$ cat src/sswd_pkg.sv
package sswd_pkg;

  ////////////////////////////////////////////////////////////////////////
  // Time base
  localparam int unsigned CLK_KHZ       = 250000;  // System clock rate
  localparam int unsigned CLK_PERIOD_NS = 4;       // System clock period
  localparam int unsigned RST_TIMEOUT_MS = 200;    // Nominal reset hold
  localparam int unsigned RST_TICKS     = 2048;    // Ticks per reset hold
  // Internal oscillator tick, derived so that 2048 ticks give 200 ms
  localparam int unsigned INT_TICK_CYC  = (RST_TIMEOUT_MS * CLK_KHZ) / RST_TICKS;
  localparam int unsigned CE_GRACE_NS   = 15000;   // Select grace window
  localparam int unsigned CE_GRACE_CYC  = CE_GRACE_NS / CLK_PERIOD_NS;

  // Last tick index of each period (count minus one)
  localparam logic [11:0] RST_LAST         = 12'(RST_TICKS - 1);
  localparam logic [14:0] WD_FAST_LAST     = 15'h03FF;  // 1024 ticks
  localparam logic [14:0] WD_EXT_SLOW_LAST = 15'h0FFF;  // 4096 ticks
  localparam logic [14:0] WD_INT_SLOW_LAST = 15'h3FFF;  // 16384 ticks, 1.6 s
  localparam logic [11:0] CE_GRACE_LAST    = 12'(CE_GRACE_CYC - 1);

  ////////////////////////////////////////////////////////////////////////
  // Register map
  localparam int unsigned ADDR_W   = 4;
  localparam logic [3:0] OFS_CTRL  = 4'h0;  // Watchdog enable
  localparam logic [3:0] OFS_STAT  = 4'h4;  // Live state, read only
  localparam logic [3:0] OFS_ISTAT = 4'h8;  // Sticky events, write 1 clears
  localparam logic [3:0] OFS_IMASK = 4'hC;  // Interrupt mask
  localparam logic [1:0] RESP_OKAY   = 2'h0;
  localparam logic [1:0] RESP_SLVERR = 2'h2;
  localparam int unsigned EV_WD = 0;  // Watchdog timeout event
  localparam int unsigned EV_SL = 1;  // Supply dropped event
  localparam int unsigned EV_PF = 2;  // Power-fail fell event

  ////////////////////////////////////////////////////////////////////////
  // Types
  typedef enum logic [2:0] {
    ST_LOW  = 3'b001,  // Supply below threshold
    ST_HOLD = 3'b010,  // Reset timeout running
    ST_RUN  = 3'b100   // Normal operation
  } sswd_fsm_type;

  // Supervised inputs, analog levels already compared
  typedef struct packed {
    logic supply_ok;          // Main supply above reset threshold
    logic main_above_backup;  // Main supply above backup_supply_in
    logic activity_mid;       // activity_in at undriven mid level
    logic activity_lvl;       // activity_in logic level
    logic timing_source_sel;  // High or undriven: internal oscillator
    logic timing_osc_pin;     // Oscillator pin level or clock
    logic powerfail_below;    // powerfail_sense_in below 1.25 V
    logic mem_sel_n;          // Memory select input
  } sswd_pins_in_type;

  // Supervisor outputs
  typedef struct packed {
    logic reset_n;                  // Active-low reset
    logic reset;                    // Active-high reset
    logic low_supply_n;             // Low-supply flag
    logic battery_on_flag;          // Backup source in use
    logic switched_supply_out;      // 1: from backup, 0: from main
    logic activity_timeout_flag_n;  // Watchdog flag
    logic powerfail_flag_n;         // Power-fail flag
    logic mem_sel_out_n;            // Gated memory select
  } sswd_pins_out_type;

  // Whole module state
  typedef struct packed {
    sswd_fsm_type st;
    logic [14:0]  pre;
    logic         osc_q;
    logic         act_q;
    logic [14:0]  wd_cnt;
    logic         first;
    logic [11:0]  rst_cnt;
    logic         rsto_n;
    logic         wdo_n;
    logic         batt;
    logic         ce_n;
    logic         grace;
    logic [11:0]  gcnt;
    logic         low_n;
    logic         pf_n;
    logic         wd_en;
    logic [2:0]   ist;
    logic [2:0]   imask;
    logic         aw_have;
    logic [3:0]   awaddr;
    logic         w_have;
    logic [7:0]   wdata;
    logic         wstrb0;
    logic         bvalid;
    logic [1:0]   bresp;
    logic         rvalid;
    logic [1:0]   rresp;
    logic [31:0]  rdata;
  } sswd_regs_type;

  localparam sswd_regs_type REGS_RST = '{st: ST_LOW, wdo_n: 1'b1, ce_n: 1'b1,
                                         pf_n: 1'b1, wd_en: 1'b1, default: '0};

endpackage : sswd_pkg

$ cat src/sswd_top.sv
// The implementer's own choices: the AXI4-Lite register port and the register offsets.
`timescale 1ns/1ns
// Behaviour
// - Mid-level activity input disables the watchdog
// - Stuck activity: flag low, reset one timeout
// - Flag stays low until next activity edge or supply loss
// - Undriven activity input keeps flag high
// - Low-supply flag follows threshold one clock later, no hold
// - Battery flag high while backup feeds output
// - Switch output between main and backup supply
// - Memory select passes outside reset and during the select grace
// - Select grace up to 15 us at reset
// - Timing source: internal or oscillator pin
// - Internal source: pin picks fast or slow
// - External source derives both periods from pin
// - Power-fail flag independent of everything else
// - Active-high reset is inverse of active-low
// - Reset held 200 ms after supply returns
// - Default 1.6 s watchdog, 200 ms reset
// - Fast mode: 100 ms, 1.6 s after reset
// - Any activity edge restarts watchdog timer
module sswd_top #(
  parameter int unsigned TICK_CYC = sswd_pkg::INT_TICK_CYC
) (
  // Clock, enable and reset
  input  wire logic                        clk,
  input  wire logic                        clk_en,
  input  wire logic                        rst_n,
  // Supervised pins
  input  wire sswd_pkg::sswd_pins_in_type  pin,
  output sswd_pkg::sswd_pins_out_type      pout,
  // Interrupt
  output logic                             irq,
  // AXI4-Lite write channels
  input  wire logic                        s_axi_awvalid,
  output logic                             s_axi_awready,
  input  wire logic [3:0]                  s_axi_awaddr,
  input  wire logic                        s_axi_wvalid,
  output logic                             s_axi_wready,
  input  wire logic [31:0]                 s_axi_wdata,
  input  wire logic [3:0]                  s_axi_wstrb,
  output logic                             s_axi_bvalid,
  input  wire logic                        s_axi_bready,
  output logic [1:0]                       s_axi_bresp,
  // AXI4-Lite read channels
  input  wire logic                        s_axi_arvalid,
  output logic                             s_axi_arready,
  input  wire logic [3:0]                  s_axi_araddr,
  output logic                             s_axi_rvalid,
  input  wire logic                        s_axi_rready,
  output logic [31:0]                      s_axi_rdata,
  output logic [1:0]                       s_axi_rresp
);

  ////////////////////////////////////////////////////////////////////////
  // Address decode, one-hot over the four registers, zero if unmapped
  function automatic logic [3:0] reg_sel(input logic [3:0] a);
    reg_sel = {a == sswd_pkg::OFS_IMASK, a == sswd_pkg::OFS_ISTAT,
               a == sswd_pkg::OFS_STAT, a == sswd_pkg::OFS_CTRL};
  endfunction : reg_sel

  sswd_pkg::sswd_regs_type q;        // Current state
  sswd_pkg::sswd_regs_type n;        // Next state
  logic                    tick;     // One timing tick
  logic                    act_edge; // Activity transition seen
  logic [14:0]             lim;      // Last tick of watchdog period
  logic                    wd_on;    // Watchdog armed
  logic                    rst_act;  // Reset asserted next cycle
  logic [2:0]              evt;      // Interrupt events
  logic [2:0]              clr;      // Write-1 clears
  logic [3:0]              wsel;     // Write target
  logic [3:0]              rsel;     // Read target

  ////////////////////////////////////////////////////////////////////////
  // Bus handshakes from state
  assign s_axi_awready = !q.aw_have && !q.bvalid;
  assign s_axi_wready  = !q.w_have && !q.bvalid;
  assign s_axi_bvalid  = q.bvalid;
  assign s_axi_bresp   = q.bresp;
  assign s_axi_arready = !q.rvalid;
  assign s_axi_rvalid  = q.rvalid;
  assign s_axi_rdata   = q.rdata;
  assign s_axi_rresp   = q.rresp;
  assign wsel          = reg_sel(q.awaddr);
  assign rsel          = reg_sel(s_axi_araddr);

  // Pins from state
  assign pout.reset_n                 = q.rsto_n;
  assign pout.reset                   = !q.rsto_n;
  assign pout.low_supply_n            = q.low_n;
  assign pout.battery_on_flag         = q.batt;
  assign pout.switched_supply_out     = q.batt;
  assign pout.activity_timeout_flag_n = q.wdo_n;
  assign pout.powerfail_flag_n        = q.pf_n;
  assign pout.mem_sel_out_n           = q.ce_n;
  assign irq                          = |(q.ist & q.imask);

  ////////////////////////////////////////////////////////////////////////
  // Next-state logic
  always_comb
  begin
    n        = q;
    tick     = 1'b0;
    act_edge = 1'b0;
    lim      = sswd_pkg::WD_INT_SLOW_LAST;
    wd_on    = 1'b0;
    rst_act  = 1'b0;
    evt      = '0;
    clr      = '0;
    // Tick source selection
    if (pin.timing_source_sel)
    begin
      // Internal oscillator prescaler
      tick  = (q.pre == 15'(TICK_CYC - 1));
      n.pre = tick ? '0 : q.pre + 15'h0001;
    end
    else
    begin
      // Rising edge of capacitor or clock waveform
      tick  = pin.timing_osc_pin && !q.osc_q;
      n.pre = '0;
    end
    n.osc_q = pin.timing_osc_pin;
    // Activity decode, mid level ignored
    act_edge = !pin.activity_mid && (pin.activity_lvl != q.act_q);
    if (!pin.activity_mid)
    begin
      n.act_q = pin.activity_lvl;
    end
    // Watchdog period choice
    if (!pin.timing_source_sel)
    begin
      lim = q.first ? sswd_pkg::WD_EXT_SLOW_LAST : sswd_pkg::WD_FAST_LAST;
    end
    else if (!pin.timing_osc_pin)
    begin
      lim = q.first ? sswd_pkg::WD_INT_SLOW_LAST : sswd_pkg::WD_FAST_LAST;
    end
    else
    begin
      lim = sswd_pkg::WD_INT_SLOW_LAST;
    end
    wd_on = q.wd_en && !pin.activity_mid;
    // Supervisor sequence
    case (q.st)
      sswd_pkg::ST_LOW:
      begin
        // Supply back: start the reset hold
        if (pin.supply_ok)
        begin
          n.st      = sswd_pkg::ST_HOLD;
          n.rst_cnt = '0;
        end
      end
      sswd_pkg::ST_HOLD:
      begin
        // Count reset ticks
        if (tick)
        begin
          n.rst_cnt = q.rst_cnt + 12'h001;
          if (q.rst_cnt == sswd_pkg::RST_LAST)
          begin
            n.st     = sswd_pkg::ST_RUN;
            n.wd_cnt = '0;
            n.first  = 1'b1;
          end
        end
      end
      sswd_pkg::ST_RUN:
      begin
        // Watchdog counting
        if (!wd_on || act_edge)
        begin
          n.wd_cnt = '0;
          if (act_edge)
          begin
            n.first = 1'b0;
          end
        end
        else if (tick)
        begin
          if (q.wd_cnt == lim)
          begin
            n.st      = sswd_pkg::ST_HOLD;
            n.rst_cnt = '0;
            n.wdo_n   = 1'b0;
            evt[sswd_pkg::EV_WD] = 1'b1;
          end
          else
          begin
            n.wd_cnt = q.wd_cnt + 15'h0001;
          end
        end
      end
      default:
      begin
        n.st = sswd_pkg::ST_LOW;
      end
    endcase
    // Supply loss overrides everything
    if (!pin.supply_ok)
    begin
      n.st = sswd_pkg::ST_LOW;
    end
    // Watchdog flag release
    if (act_edge || pin.activity_mid || !pin.supply_ok)
    begin
      n.wdo_n = 1'b1;
    end
    rst_act  = (n.st != sswd_pkg::ST_RUN);
    n.rsto_n = !rst_act;
    // Supply switchover with hold in the gap
    if (pin.main_above_backup && pin.supply_ok)
    begin
      n.batt = 1'b0;
    end
    else if (!pin.main_above_backup && !pin.supply_ok)
    begin
      n.batt = 1'b1;
    end
    // Select grace at reset entry
    if (rst_act && q.rsto_n && !pin.mem_sel_n)
    begin
      n.grace = 1'b1;
      n.gcnt  = '0;
    end
    else if (q.grace)
    begin
      if (pin.mem_sel_n || q.gcnt == sswd_pkg::CE_GRACE_LAST)
      begin
        n.grace = 1'b0;
      end
      n.gcnt = q.gcnt + 12'h001;
    end
    n.ce_n  = pin.mem_sel_n || (rst_act && !n.grace);
    n.low_n = pin.supply_ok;
    n.pf_n  = !pin.powerfail_below;
    evt[sswd_pkg::EV_SL] = q.low_n && !pin.supply_ok;
    evt[sswd_pkg::EV_PF] = q.pf_n && pin.powerfail_below;
    // Write address and data capture
    if (s_axi_awvalid && s_axi_awready)
    begin
      n.aw_have = 1'b1;
      n.awaddr  = s_axi_awaddr;
    end
    if (s_axi_wvalid && s_axi_wready)
    begin
      n.w_have = 1'b1;
      n.wdata  = s_axi_wdata[7:0];
      n.wstrb0 = s_axi_wstrb[0];
    end
    // Write commit once both halves are held
    if (q.aw_have && q.w_have)
    begin
      n.aw_have = 1'b0;
      n.w_have  = 1'b0;
      n.bvalid  = 1'b1;
      n.bresp   = (wsel == '0) ? sswd_pkg::RESP_SLVERR : sswd_pkg::RESP_OKAY;
      if (q.wstrb0)
      begin
        if (wsel[0])
          n.wd_en = q.wdata[0];
        if (wsel[2])
          clr = q.wdata[2:0];
        if (wsel[3])
          n.imask = q.wdata[2:0];
      end
    end
    if (q.bvalid && s_axi_bready)
    begin
      n.bvalid = 1'b0;
    end
    // Sticky events, set beats clear
    n.ist = (q.ist & ~clr) | evt;
    // Read
    if (s_axi_arvalid && s_axi_arready)
    begin
      n.rvalid = 1'b1;
      n.rresp  = (rsel == '0) ? sswd_pkg::RESP_SLVERR : sswd_pkg::RESP_OKAY;
      n.rdata  = '0;
      if (rsel[0])
        n.rdata = {31'h0000_0000, q.wd_en};
      if (rsel[1])
        n.rdata = {25'h000_0000, q.st, q.wdo_n, q.batt, q.low_n, q.rsto_n};
      if (rsel[2])
        n.rdata = {29'h0000_0000, q.ist};
      if (rsel[3])
        n.rdata = {29'h0000_0000, q.imask};
    end
    else if (q.rvalid && s_axi_rready)
    begin
      n.rvalid = 1'b0;
    end
  end

  ////////////////////////////////////////////////////////////////////////
  // State register, frozen while clk_en is low
  always_ff @(posedge clk or negedge rst_n)
  begin
    if (!rst_n)
    begin
      q <= sswd_pkg::REGS_RST;
    end
    else if (clk_en)
    begin
      q <= n;
    end
  end
endmodule : sswd_top

$ cat config.mk
export PLATFORM = sky130hd
export DESIGN_NAME = sswd_top
export DESIGN_NICKNAME = d
export VERILOG_FILES = /design/src/sswd_pkg.sv /design/src/sswd_top.sv
export SDC_FILE = /design/constraint.sdc
export NUM_CORES = 1
export LEC_CHECK = 0
export BUFFER_PORTS_ARGS = -buffer_cell sky130_fd_sc_hd__buf_2
export CAP_MARGIN = 20
export CORE_AREA = 2 2 97 99
export CTS_BUF_LIST = sky130_fd_sc_hd__clkbuf_2 sky130_fd_sc_hd__clkbuf_4 sky130_fd_sc_hd__clkbuf_8
export CTS_CLUSTER_DIAMETER = 100
export DETAILED_ROUTE_END_ITERATION = 8
export DIE_AREA = 0 0 99 101
export GPL_TIMING_DRIVEN = 1
export PLACE_DENSITY = 0.86
export SLEW_MARGIN = 20
export SYNTH_ARGS = -nofsm -noshare
export SYNTH_HDL_FRONTEND = slang
export SYNTH_SLANG_ARGS = --single-unit
$ cat constraint.sdc
create_clock -name clk -period 8.3 [get_ports clk]
set_clock_uncertainty 0.1 [all_clocks]
set_input_delay 1.245 -clock clk [delete_from_list [all_inputs] [get_ports clk]]
set_output_delay 1.245 -clock clk [all_outputs]
set_load 0.02 [all_outputs]
## Word-level counts from Yosys, hierarchy flattened

Cells that the tools add are included.

- Equal/unequal tests: 26
- Add/subtract/negate cells: 4
- Muxes and demuxes: 58
- Bitwise gates (word level): 5
- Reduce and logical (&&, ||, !) cells: 70

Operators by type and width:

| operator | count |
|---|---|
| $mux 32 | 3 |
| $mux 15 | 5 |
| $mux 12 | 5 |
| $mux 14 | 3 |
| $pmux 12 s3 | 1 |
| $pmux 16 s2 | 1 |
| $add 15x1->15 const B | 2 |
| $mux 3 | 10 |
| $mux 28 | 1 |
| $mux 13 | 2 |
| $add 12x1->12 const B | 2 |
| $reduce_and 2->1 | 11 |
| $mux 1 | 21 |
| $reduce_bool 2->1 | 10 |
| $logic_and 1x1->1 | 18 |
| $eq 4x4->1 const B | 4 |
| $logic_not 4->1 | 4 |
| $mux 16 | 1 |
| $ne 2x2->1 const B | 8 |
| $eq 15x15->1 | 1 |
| $eq 15x15->1 const B | 1 |
| $logic_not 1->1 | 14 |
| $eq 12x11->1 const B | 1 |
| $eq 12x12->1 const B | 1 |
| other kinds (22) | 33 |

- Output and inout bits: 50
- Word-level logic and storage cells: 191
- Bits in registers: 127

## Depth between registers and ports, before layout

Gate-level depths: netlist of run 1.

- Word-level depth: 16
- Gate-level depth with buffers: 10
- Gate-level depth less buffers: 9

## Least setup slack after synthesis of run 1

No wires, ideal clock.

- Path kind: input -> register
- From: in pin[4] (netlist name)
- To: reg q[63] (netlist name)
- Arrival time: 3630 ps
- Setup slack: 4448 ps
- Library setup time: 122 ps
- Path buffers: 3
- Stages: 10
- Required time: 8078 ps
- Cell sequence: xor2_1 or4b_1 buf_2 or4_1 buf_2 or2_4 a211oi_2 buf_4 o21ai_1 a32o_1

- Longest elaborated chain between the ends: 11

Ends and longest elaborated chain:

| item | line | RTL |
|---|---|---|
| start: declaration | sswd_top.sv:30 | `input wire sswd_pkg::sswd_pins_in_type pin,` |
| $ne 1x1->1 * | sswd_top.sv:125 | `act_edge = !pin.activity_mid && (pin.activity_lvl != q.act_q);` |
| $logic_and 1x1->1 * | sswd_top.sv:125 |  |
| $logic_or 1x1->1 * | sswd_top.sv:172 | `if (!wd_on \|\| act_edge)` |
| $mux 3 * | sswd_top.sv:172 |  |
| $pmux 3 s3 * | sswd_top.sv:145 | `case (q.st)` |
| $mux 3 * | sswd_top.sv:201 | `if (!pin.supply_ok)` |
| $ne 3x3->1 * | sswd_top.sv:210 | `rst_act = (n.st != sswd_pkg::ST_RUN);` |
| $logic_and 1x1->1 * (2 in a row) | sswd_top.sv:222 | `if (rst_act && q.rsto_n && !pin.mem_sel_n)` |
| $reduce_bool 2->1 (no source line) | -- |  |
| $reduce_and 2->1 (no source line) | -- |  |
| end signal: assignment | sswd_top.sv:302 | `q <= sswd_pkg::REGS_RST;` |
| end signal: assignment | sswd_top.sv:306 | `q <= n;` |
| end: declaration | sswd_top.sv:62 | `sswd_pkg::sswd_regs_type q;` |

Mark *: on every way between the ends. The rest lies on a longest branch, timed or not.
A chain may end at the register's enable or synchronous reset.

## Worst setup path in the final report of run 1

Same ends and word-level chain as after synthesis.

==> results of run 1 <==
==> logic make-up (layout without fill, tap and decap cells) <==
| family | after synthesis | after routing | synth area share |
|---|---|---|---|
| AOI/OAI and AO/OA | 123 | 123 | 0.154 |
| xor gates and xnor gates | 14 | 14 | 0.0236 |
| adders and majority gates | 7 | 7 | 0.0169 |
| buffers and inverters | 75 | 83 | 0.0868 |
| DFF | 95 | 95 | 0.459 |
| muxes | 24 | 24 | 0.0528 |
| other | 1 | 27 | 0.000722 |
| and+or+nand+nor | 203 | 203 | 0.206 |
==> per-layer routing <==
layer  up-vias  routed length, um  part of all wire
met5         -                  0                 0
met4         0                193             0.018
met3        17                545             0.050
met2       138               5420              0.50
met1      2072               4650              0.43
li1       1948                  -                 -
==> worst paths after layout <==
check                           depth (start not counted)  endpoint   start  slack (ns)
worst min-delay path                                    1    q[101]  q[101]        0.38
max in group asynchronous                               2     q[83]   rst_n        6.24
worst max-delay path                                    8     q[63]  pin[4]        3.76
min in group asynchronous                               1     q[38]   rst_n        0.67
worst max register to register                          7     q[63]  q[126]        4.14
worst min register to register                          1    q[101]  q[101]        0.38
==> worst register-to-register path: cells and delay by family, from the launching register on <==
kind	cells	cell delay, ns
AOI/OAI and AO/OA	2	1.03
and+or+nand+nor	5	2.45
DFF	1	0.49
==> layout make-up <==
type | instances | area, um^2 | area share
Sequential cell | 95 | 2380 | 0.433
Timing Repair Buffer | 52 | 268 | 0.0487
Tap cell | 111 | 139 | 0.0253
Inverter | 15 | 56.3 | 0.0102
Clock buffer | 10 | 138 | 0.0250
Multi-Input combinational cell | 398 | 2470 | 0.449
Clock inverter | 6 | 48.8 | 0.00887
==> report_power, final <==
| group | total (uW) | internal (uW) | leakage, uW | switching, uW |
|---|---|---|---|---|
| logic | 313 | 127 | 0.00122 | 185 |
| registers | 622 | 541 | 0.00124 | 81.0 |
| clock network | 293 | 122 | 0.0000985 | 171 |
==> flip-flops by register name (all words and copies together), names as in the netlist <==
name	cells
pout	6
q	78
s_axi_bresp	1
s_axi_bvalid	1
s_axi_rdata	7
s_axi_rresp	1
s_axi_rvalid	1
==> metrics by stage <==
stage | hold WS, ns | cells | setup WS (ns)
after floorplan | 0.337 | 568 | 4.45
after global placement | 0.360 | 671 | 3.49
after detailed placement | 0.366 | 671 | 3.45
after CTS | 0.381 | 687 | 3.84
after global routing | 0.419 | 687 | 3.60
final | 0.381 | 687 | 3.76
==> placed cells by master, fill, tap and decap left out, drive strengths merged, types with 7 or more instances in the layout <==
cell	instances
ha	7
and3	19
a31oi	12
clkbuf	10
nor2b	11
conb	27
nand3	23
xor2	10
dfrtp	90
o31ai	9
a22o	14
a21oi	17
nand4	13
nand2	46
o21ai	44
inv	20
and2	7
mux2	17
buf	52
nor2	47
==> out/metrics.cfg, run 1 <==
[die]
num_io_pins = 110
core_area_um2 = 8980
die-height_um = 101
start_util = 0.578
row_count = 35
die_w_um = 99
die_area_um2 = 10000

[synth]
ys_seq_area_frac = 0.459
syn_inst = 542
yosys_most_used_dff = dfrtp_1
synth-edff-count = 0
synth_seq_cells = 95
ys_types = 55
synthTopCellsByCount = 90 x dfrtp_1, 47 x nor2_1, 46 x nand2_1
yosys.area.top_type_share = 0.434
synth_area_leaders = dfrtp_1 43%, buf_4 6.4%, o21ai_0 4.0%
synth_area_um2 = 5190
async_flop_share = 1.00
syn_avg_cell_area_um2 = 9.58
yosys.area.top_type = dfrtp_1
yosys_warnings = 0
yosysMostFrequentCell = dfrtp_1

[worst_setup_path]
arrival_ns = 4.69
critPathMaxStageDelay_ns = 0.74
end_kind = register
path_class = primary input to register
timing.critical_path.slowest_stage_cell = or4_1
cp-start-kind = primary input
path_delay_family = simple AND/OR/NAND/NOR gates
crit_chain = buf_2 > xor2_1 > or4b_1 > or4_1 > or2_4 > a211oi_2 > nor2_1 > a32o_1
crit_path_max_fanout = 14
critical_path_buf_inv_count = 1
cp.required_ns = 8.46

[sta]
slew_headroom = 0.414
grt_setup_unrepaired = false
setup_viol = 0
fmax_mhz = 220
worstMarginPinSlew_ns = 0.879
final_max_slew_viol_count = 0
min_period_ns = 4.54
fin_crit_sh = 0.546
finalHoldViolCount = 0
finalSetupTns_ns = 0

[cts]
holdBufCountCts = 0
clockBufferDepth = 2
post_cts_resized = 0
cts_buffers = 9
clock_sinks = 95
insertion_delay_ns = 0.36
htree_levels = 3
clk_pin_slew_ns = 0.10
clockRootBuffer = clkbuf_8
post-cts-setup-buffers = 0
cts_tree = done

[grt]
overflow = 0
grt_busiest_layer = met2
grt_max_degree = 72
grt_use_met3 = 0.0333
grt_pass1_vias = 3950
grt_pass1_wl_um = 17800
met2_usage = 0.370
grt_util_met1 = 0.277
antenna_found_initial = 0
track_usage = 0.217

[cells_and_area]
area_delta_synth_final_pct = 5.95
nets = 638
drive_above_1_share = 0.174
fillers = 730
post-route-util = 0.613
num_antenna_cells = 0
stdcell_area_um2 = 5500

[run]
drv_cap = 0

[power]
power.density_nw_per_um2 = 223
vdd_drop_max_uv = 94.7
p_leak_uw = 0.00256
p_total_uw = 1230

[detailed_routing]
dr.pass1.iters = 6
routed_wl_um = 10800
post-route-drc-count = 0
drt_iter0_drc = 291
wl_per_cell_um = 15.7
antenna_left = 0
via_count = 4175
vias_per_cell = 6.08

[place]
portBuffers = 50
place_area_um2 = 5300
dpl.hpwl_um = 7570
gp_congestion = 0.853

[min_path]
min_path_type = register to register

[outcome]
outcome = finished, final reports clean

Note: power is estimated with default switching activity, not from simulation.
==> run 2: changes to the inputs <==
Settings changed: ABC_AREA from default to 1, CORE_AREA 2 2 97 99 to 2 2 107 109, DIE_AREA 0 0 99 101 to 0 0 109 111, PLACE_DENSITY 0.86 to 0.8.
Clock period 8.3 ns to 4 ns, I/O delays scaled along.
==> run 2 against run 1 <==
Compared with the run above: wire length is essentially flat; core utilization decreased by 7.8 points; design area rose by 7.7%; global-route usage shrank 2.4 points; combinational power increased to 2.8 times the previous value; hold slack worse by 0.23 ns; non-clock buffer count rose by 1; worst setup slack got worse by 2.2 ns; clock-buffer cell count decreased by 1; sequential power increased by 110%.
==> out/metrics.cfg, run 2 <==
[power]
vdd_drop_max_uv = 275  ; was 94.7 uV
internal_power_uw = 1680  ; was 791 uW
pwr-share-comb = 0.309  ; was 0.255
p_total_uw = 2810  ; was 1230 uW
p_leak_uw = 0.00277  ; was 0.00256 uW
clock_power_share = 0.219  ; was 0.239
p_seq_frac = 0.472  ; was 0.507
p_sw_frac = 0.401  ; was 0.356
power.density_nw_per_um2 = 474  ; was 223 nW/um^2
p_switching_uw = 1130  ; was 438 uW

[detailed_routing]
via_count = 4469  ; was 4175
antenna_left = 0  ; unchanged
drt_iter0_drc = 281  ; was 291
dr.pass1.iters = 4  ; was 6
post-route-drc-count = 0  ; unchanged
wl_per_cell_um = 12.2  ; was 15.7 um
vias_per_cell = 5.04  ; was 6.08
routed_wl_um = 10800  ; about the same

[synth]
synth_seq_cells = 95  ; unchanged
ys_seq_area_frac = 0.425  ; was 0.459
ys_types = 45  ; was 55
yosys.area.top_type_share = 0.402  ; was 0.434
synthTopCellsByCount = 152 x nand2_1, 90 x dfrtp_1, 70 x inv_1  ; was 90 x dfrtp_1, 47 x nor2_1, 46 x nand2_1
async_flop_share = 1.00  ; unchanged
synth_area_um2 = 5600  ; was 5190 um^2
yosys.area.top_type = dfrtp_1  ; unchanged
synth_area_leaders = dfrtp_1 40%, nand2_1 10%, buf_4 6.4%  ; was dfrtp_1 43%, buf_4 6.4%, o21ai_0 4.0%
yosys_warnings = 0  ; unchanged
yosys_most_used_dff = dfrtp_1  ; unchanged
synth-edff-count = 0  ; unchanged
syn_avg_cell_area_um2 = 7.97  ; was 9.58 um^2
syn_inst = 703  ; was 542
yosysMostFrequentCell = nand2_1  ; was dfrtp_1

[die]
core_area_um2 = 11100  ; was 8980 um^2
row_count = 39  ; was 35
start_util = 0.506  ; was 0.578
die_w_um = 109  ; was 99 um
num_io_pins = 110  ; unchanged
die-height_um = 111  ; was 101 um
die_area_um2 = 12100  ; was 10000 um^2

[cells_and_area]
num_antenna_cells = 0  ; unchanged
final_common_cell = nand2_1  ; was dfrtp_1
finalNonFillerCells = 886  ; was 687
layout_common_cells = 152 x nand2_1, 90 x dfrtp_1, 70 x inv_1  ; was 90 x dfrtp_1, 49 x buf_2, 47 x nor2_1
nets = 805  ; was 638
largest_reg_flops = 78  ; unchanged
area_delta_synth_final_pct = 5.72  ; was 5.95%
drive_above_1_share = 0.174  ; about the same
multiInputGateArea_um2 = 2600  ; was 2470 um^2
fillers = 1044  ; was 730
ff_latch_area_um2 = 2380  ; unchanged
post-route-util = 0.535  ; was 0.613
top_register = q  ; unchanged

[place]
portBuffers = 50  ; unchanged
dpl.hpwl_um = 8050  ; was 7570 um
placedCellCount = 870  ; was 671
gp_congestion = 0.864  ; was 0.853

[worst_setup_path]
r2r-start = q[79]  ; was q[126]
r2r-end = q[94]  ; was q[63]
cp.required_ns = 4.17  ; was 8.46 ns
r2r_cells = 12  ; was 7
cp-start-kind = register  ; was primary input
arrival_ns = 2.59  ; was 4.69 ns
path_class = register to register  ; was primary input to register
crit_path_frequent_cell = nand2_1
r2r_slack_ns = 1.57  ; was 4.14 ns
crit_chain = ha_1 > nand2_1 > nor2_1 > nand3_1 > nand2_1 > o21ai_1 > a21oi_1 > nand2_1 > nor2_4 > inv_2 > a21oi_1 > nor2_1  ; was buf_2 > xor2_1 > or4b_1 > or4_1 > or2_4 > a211oi_2 > nor2_1 > a32o_1
crit_path_max_fanout = 24  ; was 14
startpoint = q[79]  ; was pin[4]
worstSetupEndpoint = q[94]  ; was q[63]
critPathMaxStageDelay_ns = 0.45  ; was 0.74 ns
end_kind = register  ; unchanged
timing.critical_path.slowest_stage_cell = dfrtp_1  ; was or4_1

[cts]
holdBufCountCts = 0  ; unchanged
cts_tree = done  ; unchanged
clk_pin_slew_ns = 0.10  ; about the same
clockBufferDepth = 2  ; unchanged
insertion_delay_ns = 0.37  ; was 0.36 ns
cts_buffers = 9  ; unchanged
htree_levels = 3  ; unchanged
clockRootBuffer = clkbuf_8  ; unchanged
post-cts-setup-buffers = 0  ; unchanged
clock_sinks = 95  ; unchanged
post_cts_resized = 0  ; unchanged

[grt]
overflow = 0  ; unchanged
track_usage = 0.193  ; was 0.217
grt_max_degree = 53  ; was 72
antenna_found_initial = 0  ; unchanged
grt_pass1_wl_um = 19000  ; was 17800 um
grt_pass1_vias = 4211  ; was 3950

[min_path]
min_path_type = primary input to async pin  ; was register to register

[run]
drv_cap = 0  ; unchanged

[sta]
worstMarginPinSlew_ns = 0.651  ; was 0.879 ns
finalHoldViolCount = 0  ; unchanged
min_period_ns = 2.43
slew_headroom = 0.566  ; was 0.414
grt_setup_unrepaired = false  ; unchanged
whs_ns = 0.148  ; was 0.381 ns
final_max_slew_viol_count = 0  ; unchanged
finalSetupTns_ns = 0  ; unchanged
setup_viol = 0  ; unchanged
fmax_mhz = 412
fin_crit_sh = 0.607

[outcome]
outcome = finished, final reports clean  ; unchanged

-- run 2: changes by cell type after synthesis, sizes merged, moves of 15 or more --
cell / before / now
nand2: 46 / 171
nor3: 3 / 24
nor2: 47 / 67
inv: 15 / 77
nand3: 23 / 44
mux2: 17 / 2
and3: 19 / 1
-- run 2: metal layers --
metal,vias up,GRT usage,wire length [um]
met5,-,0,0
met4,0,0.0513,163
met3,13,0.0364,414
met2,87,0.313,5140
met1,2093,0.265,5100
li1,2276,-,-
-- run 2: layout make-up --
type / count / share of cell area
Tap cell: 143 / 0.0302
Inverter: 79 / 0.0505
Multi-Input combinational cell: 500 / 0.439
Clock buffer: 9 / 0.0209
Clock inverter: 7 / 0.0106
Sequential cell: 95 / 0.402
Timing Repair Buffer: 53 / 0.0465
-- run 2: worst min path at each step --
stage	startpoint	to	slack, ns	cells past startpoint
5_1_grt	rst_n	q[99]	0.20	1
6_report	rst_n	q[95]	0.15	1
2_1_floorplan	rst_n	pout[3]	0.20	0
4_1_cts	rst_n	q[99]	0.17	1
3_5_place_dp	q[118]	q[118]	0.36	1
3_3_place_gp	q[118]	q[118]	0.35	1
-- run 2: critical path, delay by kind of cell, from the launching register on --
family	cells	cell delay [ns]
adder cells (fa/ha/maj)	1	0.28
buffers and inverters	1	0.16
AND/OR/NAND/NOR	7	0.93
flip-flops	1	0.45
AO/OA/AOI/OAI	3	0.37
-- run 2: through the flow --
| stage | area (um^2) | worst slack, ns |
|---|---|---|
| after global placement | 5740 | 1.54 |
| after global routing | 5920 | 1.27 |
| final | 5920 | 1.57 |
| after floorplan | 5700 | 1.98 |
| after CTS | 5920 | 1.59 |
| after detailed placement | 5740 | 1.51 |
-- run 2: power groups by stage --
| stage | registers [uW] | clock network [uW] | logic, uW |
|---|---|---|---|
| floorplan | 1310 | 0 | 748 |
| global placement | 1340 | 0 | 848 |
| detailed placement | 1340 | 0 | 873 |
| CTS | 1320 | 625 | 874 |
| global route | 1350 | 665 | 987 |
| finish | 1330 | 614 | 869 |
-- run 2: logic make-up (layout without fill, tap and decap cells) --
| kind of cell | after synthesis | after routing | synth area share |
|---|---|---|---|
| simple gates | 341 | 341 | 0.290 |
| buf+inv | 134 | 148 | 0.128 |
| compound gates | 97 | 97 | 0.0956 |
| flops | 95 | 95 | 0.425 |
| xor+xnor | 25 | 25 | 0.0391 |
| fa+ha+maj | 7 | 7 | 0.0156 |
| mux | 3 | 3 | 0.00581 |
| other cells | 1 | 27 | 0.000669 |
